<file path="src/inc/sprc_pkg.sv">
// constants, types and helper functions for the spreading rate configuration block
`default_nettype none
package sprc_pkg;
    localparam int unsigned DATA_W  = 32;
    localparam int unsigned ADDR_W  = 8;
    localparam int unsigned BE_W    = DATA_W / 8;
    localparam int unsigned CODE_W  = 64;
    localparam int unsigned HALF_W  = 32;
    localparam int unsigned RATE_W  = 3;

    localparam logic [ADDR_W-1:0] OFF_RATE    = 8'h04;
    localparam logic [ADDR_W-1:0] OFF_CODE_LO = 8'h08;
    localparam logic [ADDR_W-1:0] OFF_CODE_HI = 8'h0C;
    localparam logic [ADDR_W-1:0] OFF_CTRL    = 8'h10;
    localparam logic [ADDR_W-1:0] OFF_STAT    = 8'h14;

    localparam logic [RATE_W-1:0] RATE_RESET = 3'h0;
    localparam logic [CODE_W-1:0] CODE_RESET = 64'h0;
    localparam int unsigned BIT_OS   = 0;
    localparam int unsigned BIT_DDR  = 1;
    localparam int unsigned BIT_CW   = 2;
    localparam int unsigned BIT_HALF = 0;

    typedef struct packed {
        logic code32;
        logic double_rate;
        logic os12;
        logic dual_code;
        logic code_half;
    } sprc_mode_t;

    typedef enum logic [1:0] {
        SPRC_EMPTY = 2'h0,
        SPRC_ONE   = 2'h1,
        SPRC_OUT   = 2'h3
    } sprc_state_t;

    function automatic logic [HALF_W-1:0] sprc_half(input logic [CODE_W-1:0] code,
                                                    input logic upper);
        sprc_half = upper ? code[CODE_W-1:HALF_W] : code[HALF_W-1:0];
    endfunction : sprc_half

    function automatic logic [DATA_W-1:0] sprc_be_merge(input logic [DATA_W-1:0] old_v,
                                                        input logic [DATA_W-1:0] new_v,
                                                        input logic [BE_W-1:0]   be);
        logic [DATA_W-1:0] r;
        r = old_v;
        for (int i = 0; i < BE_W; i++) begin
            if (be[i]) begin
                r[i*8 +: 8] = new_v[i*8 +: 8];
            end
        end
        sprc_be_merge = r;
    endfunction : sprc_be_merge

    // effective mode; rate and oversampling only count in the 32-chip cases
    function automatic sprc_mode_t sprc_decode(input logic [RATE_W-1:0] rate,
                                               input logic half);
        sprc_mode_t m;
        m.code32      = rate[BIT_CW];
        m.double_rate = rate[BIT_CW] & rate[BIT_DDR];
        m.os12        = rate[BIT_CW] & ~rate[BIT_DDR] & rate[BIT_OS];
        m.dual_code   = rate[BIT_CW] & ~rate[BIT_DDR] & ~rate[BIT_OS];
        m.code_half   = half;
        sprc_decode   = m;
    endfunction : sprc_decode
endpackage : sprc_pkg
`default_nettype wire

</file>
<file path="src/rtl/sprc_code_slice.sv">
// registered correlator setup: chip length, oversampling and code halves
`default_nettype none
module sprc_code_slice #(
    parameter int unsigned CODE_W = sprc_pkg::CODE_W
) (
    input  wire logic              clk_i,
    input  wire logic              rstn_i,
    input  wire logic [CODE_W-1:0] code_i,
    input  wire sprc_pkg::sprc_mode_t mode_i,
    output logic [CODE_W-1:0]      corr_code_o,
    output logic                   corr_len32_o,
    output logic                   corr_os12_o,
    output logic                   corr_dual_o
);
    logic [CODE_W-1:0] next_code;
    logic              next_len32;
    logic              next_os12;
    logic              next_dual;

    always_comb begin
        next_len32 = mode_i.code32;
        next_os12  = mode_i.os12;
        next_dual  = mode_i.dual_code;
        next_code  = code_i;
        if (mode_i.code32) begin
            // low word is the primary code; high word is the second correlator code
            next_code = {sprc_pkg::sprc_half(code_i, ~mode_i.code_half),
                         sprc_pkg::sprc_half(code_i, mode_i.code_half)};
        end
    end

    always_ff @(posedge clk_i or negedge rstn_i) begin
        if (!rstn_i) begin
            corr_code_o  <= sprc_pkg::CODE_RESET;
            corr_len32_o <= 1'b0;
            corr_os12_o  <= 1'b0;
            corr_dual_o  <= 1'b0;
        end else begin
            corr_code_o  <= next_code;
            corr_len32_o <= next_len32;
            corr_os12_o  <= next_os12;
            corr_dual_o  <= next_dual;
        end
    end
endmodule : sprc_code_slice
`default_nettype wire

</file>
<file path="src/rtl/sprc_top.sv">
// spreading rate configuration: registers, correlator setup and bit-to-chip encoder
// Operation
// - bit 2 selects 32 or 64 chips
// - double rate packs two bits per code
// - normal rate maps one bit per code
// - rate bit only counts with 32 chips
// - double rate: each 32-chip period two bits
// - one 64-chip code split into halves
// - normal 32-chip rate: one bit per period
// - normal 32-chip rate correlates two codes unless 12x
// - bit 0 selects 12x or 6x oversampling
// - oversampling ignored for 64-chip or double
// - 12x oversampling leaves a single code
// - half select picks upper or lower chips
`default_nettype none
module sprc_top #(
    parameter int unsigned CODE_W = sprc_pkg::CODE_W
) (
    input  wire logic                        clk_i,
    input  wire logic                        rstn_i,
    input  wire logic [sprc_pkg::ADDR_W-1:0] avs_address_i,
    input  wire logic                        avs_read_i,
    input  wire logic                        avs_write_i,
    input  wire logic [sprc_pkg::DATA_W-1:0] avs_writedata_i,
    input  wire logic [sprc_pkg::BE_W-1:0]   avs_byteenable_i,
    output logic [sprc_pkg::DATA_W-1:0]      avs_readdata_o,
    output logic                             avs_waitrequest_o,
    input  wire logic                        tx_valid_i,
    input  wire logic                        tx_bit_i,
    output logic                             tx_ready_o,
    output logic                             sym_valid_o,
    input  wire logic                        sym_ready_i,
    output logic [CODE_W-1:0]                sym_chips_o,
    output logic                             sym_len32_o,
    output logic                             sym_pair_o,
    output logic [CODE_W-1:0]                corr_code_o,
    output logic                             corr_len32_o,
    output logic                             corr_os12_o,
    output logic                             corr_dual_o
);
    localparam int unsigned DW = sprc_pkg::DATA_W;
    localparam int unsigned HW = sprc_pkg::HALF_W;

    // register bus group
    logic                        ack;
    logic                        next_ack;
    logic [DW-1:0]               next_rdata;
    logic [sprc_pkg::RATE_W-1:0] rate;
    logic [sprc_pkg::RATE_W-1:0] next_rate;
    logic [CODE_W-1:0]           code;
    logic [CODE_W-1:0]           next_code;
    logic                        half;
    logic                        next_half;
    logic                        req;
    logic                        wr_go;
    sprc_pkg::sprc_mode_t        mode;

    // encoder group
    sprc_pkg::sprc_state_t state;
    sprc_pkg::sprc_state_t next_state;
    logic                  first_bit;
    logic                  next_first_bit;
    logic [CODE_W-1:0]     next_chips;
    logic                  next_len32;
    logic                  next_pair;
    logic                  accept;

    assign req               = avs_read_i | avs_write_i;
    // one wait cycle per access: the answer comes at the second edge of the request
    assign avs_waitrequest_o = req & ~ack;
    assign wr_go             = avs_write_i & ack;
    assign mode              = sprc_pkg::sprc_decode(rate, half);

    always_comb begin
        next_ack   = req & ~ack;
        next_rdata = avs_readdata_o;
        next_rate  = rate;
        next_code  = code;
        next_half  = half;
        if (avs_read_i && !ack) begin
            case (avs_address_i)
                sprc_pkg::OFF_RATE:    next_rdata = DW'(rate);
                sprc_pkg::OFF_CODE_LO: next_rdata = code[HW-1:0];
                sprc_pkg::OFF_CODE_HI: next_rdata = code[CODE_W-1:HW];
                sprc_pkg::OFF_CTRL:    next_rdata = DW'(half);
                sprc_pkg::OFF_STAT:    next_rdata = DW'({state, mode});
                default:               next_rdata = '0;
            endcase
        end
        if (wr_go) begin
            case (avs_address_i)
                sprc_pkg::OFF_RATE: begin
                    // reserved bits are not stored and read back as zero
                    if (avs_byteenable_i[0]) begin
                        next_rate = avs_writedata_i[sprc_pkg::RATE_W-1:0];
                    end
                end
                sprc_pkg::OFF_CODE_LO: begin
                    next_code[HW-1:0] = sprc_pkg::sprc_be_merge(code[HW-1:0],
                                                                avs_writedata_i,
                                                                avs_byteenable_i);
                end
                sprc_pkg::OFF_CODE_HI: begin
                    next_code[CODE_W-1:HW] = sprc_pkg::sprc_be_merge(code[CODE_W-1:HW],
                                                                     avs_writedata_i,
                                                                     avs_byteenable_i);
                end
                sprc_pkg::OFF_CTRL: begin
                    if (avs_byteenable_i[0]) begin
                        next_half = avs_writedata_i[sprc_pkg::BIT_HALF];
                    end
                end
                default: begin
                    next_half = half;
                end
            endcase
        end
    end

    always_ff @(posedge clk_i or negedge rstn_i) begin
        if (!rstn_i) begin
            ack            <= 1'b0;
            avs_readdata_o <= '0;
            rate           <= sprc_pkg::RATE_RESET;
            code           <= sprc_pkg::CODE_RESET;
            half           <= 1'b0;
        end else begin
            ack            <= next_ack;
            avs_readdata_o <= next_rdata;
            rate           <= next_rate;
            code           <= next_code;
            half           <= next_half;
        end
    end

    sprc_code_slice #(
        .CODE_W (CODE_W)
    ) u_slice (
        .clk_i        (clk_i),
        .rstn_i       (rstn_i),
        .code_i       (code),
        .mode_i       (mode),
        .corr_code_o  (corr_code_o),
        .corr_len32_o (corr_len32_o),
        .corr_os12_o  (corr_os12_o),
        .corr_dual_o  (corr_dual_o)
    );

    // encoder: a bit of 1 sends the code, a bit of 0 sends it inverted, except the first bit of a double-rate pair, which picks the half
    assign tx_ready_o  = (state != sprc_pkg::SPRC_OUT);
    assign sym_valid_o = (state == sprc_pkg::SPRC_OUT);
    assign accept      = tx_valid_i & tx_ready_o;

    always_comb begin
        next_state     = state;
        next_first_bit = first_bit;
        next_chips     = sym_chips_o;
        next_len32     = sym_len32_o;
        next_pair      = sym_pair_o;
        case (state)
            sprc_pkg::SPRC_EMPTY: begin
                if (accept && mode.double_rate) begin
                    next_first_bit = tx_bit_i;
                    next_state     = sprc_pkg::SPRC_ONE;
                end else if (accept && mode.code32) begin
                    next_chips = CODE_W'(sprc_pkg::sprc_half(code, mode.code_half)
                                         ^ {HW{~tx_bit_i}});
                    next_len32 = 1'b1;
                    next_pair  = 1'b0;
                    next_state = sprc_pkg::SPRC_OUT;
                end else if (accept) begin
                    next_chips = code ^ {CODE_W{~tx_bit_i}};
                    next_len32 = 1'b0;
                    next_pair  = 1'b0;
                    next_state = sprc_pkg::SPRC_OUT;
                end
            end
            sprc_pkg::SPRC_ONE: begin
                // an odd bit waits here for its partner: no odd-length frames
                if (accept) begin
                    next_chips = CODE_W'(sprc_pkg::sprc_half(code, first_bit)
                                         ^ {HW{~tx_bit_i}});
                    next_len32 = 1'b1;
                    next_pair  = 1'b1;
                    next_state = sprc_pkg::SPRC_OUT;
                end
            end
            sprc_pkg::SPRC_OUT: begin
                if (sym_ready_i) begin
                    next_state = sprc_pkg::SPRC_EMPTY;
                end
            end
            default: begin
                next_state = sprc_pkg::SPRC_EMPTY;
            end
        endcase
    end

    always_ff @(posedge clk_i or negedge rstn_i) begin
        if (!rstn_i) begin
            state       <= sprc_pkg::SPRC_EMPTY;
            first_bit   <= 1'b0;
            sym_chips_o <= '0;
            sym_len32_o <= 1'b0;
            sym_pair_o  <= 1'b0;
        end else begin
            state       <= next_state;
            first_bit   <= next_first_bit;
            sym_chips_o <= next_chips;
            sym_len32_o <= next_len32;
            sym_pair_o  <= next_pair;
        end
    end
endmodule : sprc_top
`default_nettype wire

</file>
<file path="config.mk">
export PLATFORM = sky130hd
export DESIGN_NAME = sprc_top
export DESIGN_NICKNAME = d
export VERILOG_FILES = /design/src/inc/sprc_pkg.sv /design/src/rtl/sprc_code_slice.sv /design/src/rtl/sprc_top.sv
export SDC_FILE = /design/constraint.sdc
export NUM_CORES = 1
export LEC_CHECK = 0
export BUFFER_PORTS_ARGS = -buffer_cell sky130_fd_sc_hd__buf_2
export CAP_MARGIN = 10
export CORE_MARGIN = 2
export CORE_UTILIZATION = 51
export CTS_CLUSTER_SIZE = 14
export DETAILED_ROUTE_END_ITERATION = 10
export PLACE_DENSITY = 0.85
export SYNTH_ARGS = -nofsm -noshare
export SYNTH_HDL_FRONTEND = slang
export SYNTH_SLANG_ARGS = --single-unit
</file>
<file path="constraint.sdc">
create_clock -name clk_i -period 2.35 [get_ports clk_i]
set_clock_uncertainty 0.2 [all_clocks]
set_input_delay 0.235 -clock clk_i [delete_from_list [all_inputs] [get_ports clk_i]]
set_output_delay 0.235 -clock clk_i [all_outputs]
set_load 0.01 [all_outputs]
</file>
==> summary.md, run 1 <==
| Metric | Value |
|---|---|
| Start point of the worst hold path | `avs_byteenable_i[0]` |
| MaxCap Viol Count | `0` |
| Top area cells in the synthesized netlist | `dfrtp_1 (58%), mux2_2 (15%), nand3_1 (3.3%)` |
| Syn. warnings | `0` |
| Count of unique library cells instantiated by Yosys | `45` |
| Max Transition Viols Final | `0` |
| Final-stage net count | `1,178` |
| Global-route wire length before repair | `~48 mm` |
| Number of enable-type register cells in the synthesized netlist | `0` |
| Share of cells above drive strength 1 | `between 30% and 40%` |
| Final-layout setup total negative slack | `0 ns` |
| CTS tree | `done` |
| Unrepaired setup endpoints after global routing | `no` |
| Number of synthesized register bits | `237` |
| Net count of the mapped netlist | `between 900 and 1,000` |
| Arrival time of the worst setup path | `1.84 ns` |
| Number of global-route vias before repair | `approximately 8,700` |
| Core region area | `19,700 µm²` |
| Average size of a mapped cell | `about 12 µm²` |
| WHS Endpoint | `code[0]` |
| Maximum vdd ir drop | `0.960 mV` |
| Total gr overflow | `0` |
| Number of instances on the worst hold path | `3` |
| Via density per instance | `5.93` |
| Leakage power summed over all cells | `6.53 nW` |
| Hold slack final | `about 0.028 ns` |
| Post-layout min period | `2.27 ns` |
| Final hold violation count | `0` |
| Slack of the critical path | `0.0791 ns` |
| Worst Setup Start Kind | `input pin` |
| Type of element capturing the critical path | `output pin` |
| Register-to-register path setup slack | `0.23 ns` |
| Routability cong. | `around 0.87` |
| Worst Tran Pin Value | `roughly 0.57 ns` |
| Run status | `completed` |
| Cell depth of the worst flop-to-flop path | `5` |
| TritonCTS Buffers | `24` |
| Number of design-rule violations left by the first detailed-router iteration | `635` |
| Slew headroom | `61.8%` |
| Starting density of the core | `52.4%` |
| Die extent in y | `146 µm` |
| Register area share after synthesis | `a little under three fifths` |
| Total global-route track usage | `28.3%` |
| Count of placed standard cells including taps | `1,328` |
| Post-CTS Repair Setup Buffers | `0` |
| Clk_lat worst skew | `a little over 0.5 ns` |
| Path category of the worst min-delay check | `in2reg` |
| Clock slew at reported path FFs | `0.06 ns` |
| Pre-CTS setup slack | `-0.0769 ns` |
| Clock Sink Count | `237` |
| Yosys top cell area share | `between 50% and 60%` |
| Library cell used as clock root buffer | `clkbuf_16` |
| Die extent in x | `146 µm` |
| Site row count | `51` |
| Required time at the worst-slack endpoint | `1.91 ns` |
| I/O pin count | `219` |
| Number of antenna violations at the first check in global routing | `2` |
| Portion of the clock cycle consumed by the worst path in the final layout | `96.6%` |
| Path type of the worst setup path | `in2out` |
| Final setup viols | `0` |
| Detailed-router iteration count before antenna repair | `5` |
| Synthesized netlist cell count | `~860` |
| Combined area of all synthesized cells | `roughly 10,000 µm²` |
| Total routed wirelength | `30.2 mm` |
| Routed len/inst | `around 21 µm` |
| Max clock buf depth | `3` |
| Share of synthesized registers carrying an async set or reset | `100%` |
| Number of buffers added on ports | `218` |
| Half-perimeter wire length after placement | `19.3 mm` |
| Maximum level of the CTS H-tree | `1` |
| Total Die Area | `21,300 µm²` |
| Max FO, Critical Path | `2` |
| Number of vias after detailed routing | `~8,400` |
| Post-cts gate resize count | `0` |
| Antenna Violating Nets Remaining | `0` |
| Main flop type after synthesis | `dfrtp_1` |
| Power density cells | `about 760 nW/µm²` |
| Cell type contributing the most total cell area after synthesis | `dfrtp_1` |
| Maximum number of pins on one net before global-route repair | `75` |
| Area growth from synthesis to layout | `27.6%` |
| Maximum achievable frequency | `440 MHz` |
| Residual DRC count | `0` |
| Crit Reg-Reg Endpoint | `sym_chips_o[30]` |
| Number of cells in the finished layout apart from fillers | `about 1,400` |
| Startpoint of the worst register-to-register path | `rate[2]` |
| Post-route core utilization | `between 60 and 70%` |
==> placed cells by master (no fill, tap or decap), drive strengths merged, types with 3 or more instances in the layout <==
| master | n |
|---|---|
| mux2 | 133 |
| a22oi | 25 |
| or4b | 3 |
| clkinv | 3 |
| nor2 | 40 |
| nor4 | 5 |
| nor3 | 5 |
| nand2 | 39 |
| a22o | 35 |
| nor3b | 3 |
| a2bb2oi | 3 |
| nand2b | 3 |
| buf | 267 |
| dlygate4sd3 | 38 |
| dfrtp | 237 |
| clkbuf | 36 |
| nand3 | 71 |
| xnor2 | 32 |
| mux2i | 6 |
| o21ai | 64 |
| a31oi | 32 |
| inv | 6 |
| a21o | 32 |
==> registers in the layout, summed over array words and instances (netlist names), 2 cells and up <==
name and cells:
sym_chips_o 64, u_slice.corr_code_o 64, avs_readdata_o 32, rate 3, state 2, code 64
==> report_power, final <==
part | switching, mW | leakage [nW] | internal, mW | total (mW)
logic | 0.817 | 2.96 | 0.601 | 1.42
clock network | 1.56 | 0.396 | 2.33 | 3.88
registers | 0.252 | 3.17 | 4.41 | 4.66
==> layer usage <==
layer	global-route usage [%]	vias to the layer above	share of wire, %
met3	7.25	76	9.4
li1	-	3654	-
met4	10.1	0	3.3
met5	0	-	0
met2	46.8	496	48
met1	36.3	4139	39
==> through the flow <==
step	instance area, µm²	power [mW]
floorplan	10300	5.33
global placement	12000	6.02
detailed placement	12000	6.06
CTS	13100	10.0
global route	13100	10.4
finish	13100	9.96
==> cells in the mapped netlist, types with 3 or more instances <==
library cell	n
inv_1	4
nand3_1	68
nand3_2	3
a22oi_1	25
nand2_1	39
o21ai_0	61
buf_1	7
buf_2	4
a22o_1	35
a31oi_1	32
dfrtp_1	237
nor2_1	40
a2bb2oi_1	3
nor3b_1	3
mux2i_1	6
a21o_1	32
mux2_2	133
clkbuf_1	49
nand2b_1	3
xnor2_1	32
nor3_1	4
or4b_2	3
o21ai_1	3
nor4_2	3
==> worst max-delay path by stage <==
stage	start	to	slack (ns)	cells past startpoint
floorplan	avs_address_i[1]	code[32]	0.07	5
global placement	avs_address_i[0]	code[17]	0.004	6
detailed placement	avs_address_i[0]	code[16]	-0.08	6
CTS	avs_read_i	avs_waitrequest_o	0.13	6
global route	avs_read_i	avs_waitrequest_o	0.03	6
finish	avs_read_i	avs_waitrequest_o	0.08	6
==> cell type report <==
cell class,count,area [µm²]
fill,1455,6510
sequential,237,5930
multi-input combinational,554,4150
timing repair buffer,305,1900
clock buffer,36,717
tap,265,332
clock inverter,7,91.3
inverter,5,18.8
antenna,2,5.00
==> worst max-delay path, stage by stage <==
cell,delay [ns]
dlygate4sd3_1,0.53
buf_2,0.13
nor2_1,0.05
dlygate4sd3_1,0.56
nor2_1,0.16
buf_2,0.17
==> cell families after synthesis <==
| family | share of synthesized area, % |
|---|---|
| flip-flops | 57.6 |
| multiplexers | 15.1 |
| AO/OA/AOI/OAI | 13.2 |
| buffers and inverters | 2.42 |
| XOR/XNOR | 2.72 |
| AND/OR/NAND/NOR | 9.00 |
==> what timing repair did <==
item / CTS / global route
hold buffers: 38 / 0
hold endpoints to repair: 308 / 0
endpoints found under the setup margin: 0 / 0
No activity file was read; power rests on OpenSTA's default activity.
==> run 2, diff against run 1 <==
==> constraint.sdc (replaced) <==
create_clock -name clk_i -period 2.69 [get_ports clk_i]
set_clock_uncertainty 0.2 [all_clocks]
set_input_delay 0.269 -clock clk_i [delete_from_list [all_inputs] [get_ports clk_i]]
set_output_delay 0.269 -clock clk_i [all_outputs]
set_load 0.01 [all_outputs]
==> summary.md, run 2 (same netlist as run 1, synthesis figures left out) <==
| Metric | Value |
|---|---|
| Number of global-route vias before repair | `8,589 (-1.4%)` |
| Register-to-register path setup slack | `0.63 ns (+0.40 ns)` |
| MaxCap Viol Count | `0 (unchanged)` |
| Number of design-rule violations left by the first detailed-router iteration | `677 (+6.6%)` |
| Path type of the worst setup path | `in2out` |
| Area growth from synthesis to layout | `26.7%` |
| Slew headroom | `51.7% (-10 points)` |
| Post-route core utilization | `66.4% (-0.50 points)` |
| Global-route wire length before repair | `47.2 mm (-1.3%)` |
| Maximum level of the CTS H-tree | `1 (unchanged)` |
| Delay of the slowest cell on the worst path | `0.57 ns (about the same)` |
| Number of buffers added on ports | `218 (unchanged)` |
| Number of cells in the finished layout apart from fillers | `1,396 (-1.1%)` |
| Leakage power summed over all cells | `6.48 nW (-0.80%)` |
| Required time at the worst-slack endpoint | `2.22 ns (+0.31 ns)` |
| Clk_lat worst skew | `0.52 ns (about the same)` |
| Fill cell total of the finished layout | `1,413 (-2.9%)` |
| Post-cts gate resize count | `0 (unchanged)` |
| Number of vias after detailed routing | `8,345 (-0.24%)` |
| Detailed-router iteration count before antenna repair | `5 (unchanged)` |
| Number of antenna violations at the first check in global routing | `1 (-1)` |
| Unrepaired setup endpoints after global routing | `no` |
| Max FO, Critical Path | `2 (unchanged)` |
| Core region area | `19,700 µm² (unchanged)` |
| Maximum achievable frequency | `434 MHz` |
| Power density cells | `667 nW/µm² (-12%)` |
| Max Transition Viols Final | `0 (unchanged)` |
| Half-perimeter wire length after placement | `19.0 mm (-1.3%)` |
| Starting density of the core | `52.4% (unchanged)` |
| Total gr overflow | `0 (unchanged)` |
| Die extent in x | `146 µm (unchanged)` |
| Clock slew at reported path FFs | `0.07 ns (about the same)` |
| Routed len/inst | `21.1 µm (-1.7%)` |
| Leading cell type in the layout, fill and taps excluded | `dfrtp_1` |
| CP max stage cell | `dlygate4sd3_1` |
| Antenna Violating Nets Remaining | `0 (unchanged)` |
| CTS tree | `done` |
| TritonCTS Buffers | `24 (unchanged)` |
| Worst Tran Pin Value | `0.707 ns (+0.134 ns)` |
| Share of cells above drive strength 1 | `39.1% (-0.66 points)` |
| Portion of the clock cycle consumed by the worst path in the final layout | `85.7%` |
| Residual DRC count | `0 (unchanged)` |
| Total Die Area | `21,300 µm² (unchanged)` |
| Die extent in y | `146 µm (unchanged)` |
| Final-stage net count | `1,164 (-1.2%)` |
| I/O pin count | `219 (unchanged)` |
| Clock Sink Count | `237 (unchanged)` |
| Registers with the most flip-flops | `code (64), sym_chips_o (64), u_slice.corr_code_o (64)` |
| Cell breakdown of the critical path | `dlygate4sd3_1, buf_2, nor2_1, dlygate4sd3_1, nor2_1, buf_2` |
| Run status | `completed` |
| Arrival time of the worst setup path | `1.84 ns (about the same)` |
| Post-layout min period | `2.30 ns` |
| Total power draw | `8.71 mW (-13%)` |
| Library cell used as clock root buffer | `clkbuf_16` |
| Register cell area after layout | `5930 µm² (unchanged)` |
| Maximum vdd ir drop | `0.402 mV (-58%)` |
| Count of placed standard cells including taps | `1,316 (-0.90%)` |
| Area of the multi-input gates | `4150 µm² (unchanged)` |
| Path category of the worst min-delay check | `in2reg` |
| Final setup viols | `0 (unchanged)` |
| Final hold violation count | `0 (unchanged)` |
| Max clock buf depth | `3 (unchanged)` |
| Worst Setup Start Kind | `input pin` |
| Routability cong. | `0.871 (+0.46%)` |
| Total global-route track usage | `27.6% (-0.70 points)` |
| Buffering stage count on the worst path with inverters included | `4 (unchanged)` |
| Site row count | `51 (unchanged)` |
| Commonest cells after routing, fill and taps aside | `dfrtp_1 (237), buf_2 (217), mux2_2 (133), nand3_1 (68), o21ai_0 (61)` |
| Type of element capturing the critical path | `output pin` |
| Kind of cell with the highest combined delay on the critical path | `buffers and inverters` |
| Final-layout setup total negative slack | `0 ns (unchanged)` |
| Total routed wirelength | `29.4 mm (-2.8%)` |
| Via density per instance | `5.98 (+0.83%)` |
| Maximum number of pins on one net before global-route repair | `79 (+5.3%)` |
==> run 2: cell count changes in the layout (fill, tap and decap cells not counted), sizes merged <==
cell	delta
clkbuf	+2
diode	-1
buf	-12
clkinvlp	-1
dlygate4sd3	-2
inv	-1
==> run 2: path summary, 6_finish.rpt <==
kind                               startpoint                 end  cells after the start
max                               avs_write_i   avs_waitrequest_o                      6
min                                tx_valid_i            state[0]                      4
max reg2reg                           rate[2]     sym_chips_o[22]                      5
min reg2reg                avs_readdata_o[17]  avs_readdata_o[17]                      2
max in group asynchronous              rstn_i             code[5]                      3
min in group asynchronous              rstn_i     sym_chips_o[59]                      2
==> run 2: stage by stage <==
step                hold WS [ns]  setup slack [ns]  instance area (µm²)
floorplan                 -0.227             0.371                10300
global placement          0.0968             0.165                11900
detailed placement        0.0992            0.0955                11900
CTS                       0.0246             0.429                13000
global route              0.0417             0.369                13000
finish                    0.0373             0.385                13000
==> run 2: area by class of cell <==
cell class                 count  area share (%)
inverter                       5           0.144
multi-input combinational    554            31.8
clock inverter                 5           0.575
tap                          265            2.54
timing repair buffer         291            13.8
antenna                        1          0.0192
sequential                   237            45.5
clock buffer                  38            5.63
==> run 2: report_power, final <==
part / leakage (nW) / switching (mW) / internal, mW
sequential: 3.17 / 0.219 / 3.85
combinational: 2.90 / 0.706 / 0.515
clock: 0.399 / 1.36 / 2.06
total: 6.48 / 2.29 / 6.42
==> run 2: timing repair <==
item	CTS	global route
hold endpoints to repair	145	0
hold buffers	36	0
buffers inserted	0	0
==> run 2: per-layer routing <==
layer / global-route usage, % / share of wire, %
met3: 4.91 / 9.0
met2: 46.4 / 49
met4: 8.83 / 2.7
met1: 36.7 / 39
met5: 0 / 0
==> run 2: worst register-to-register path, stage by stage, from the launching register on <==
cell,delay [ns]
dfrtp_1,0.63
and4b_1,0.33
buf_4,0.26
o21ai_0,0.18
a21o_1,0.21
a31oi_1,0.17
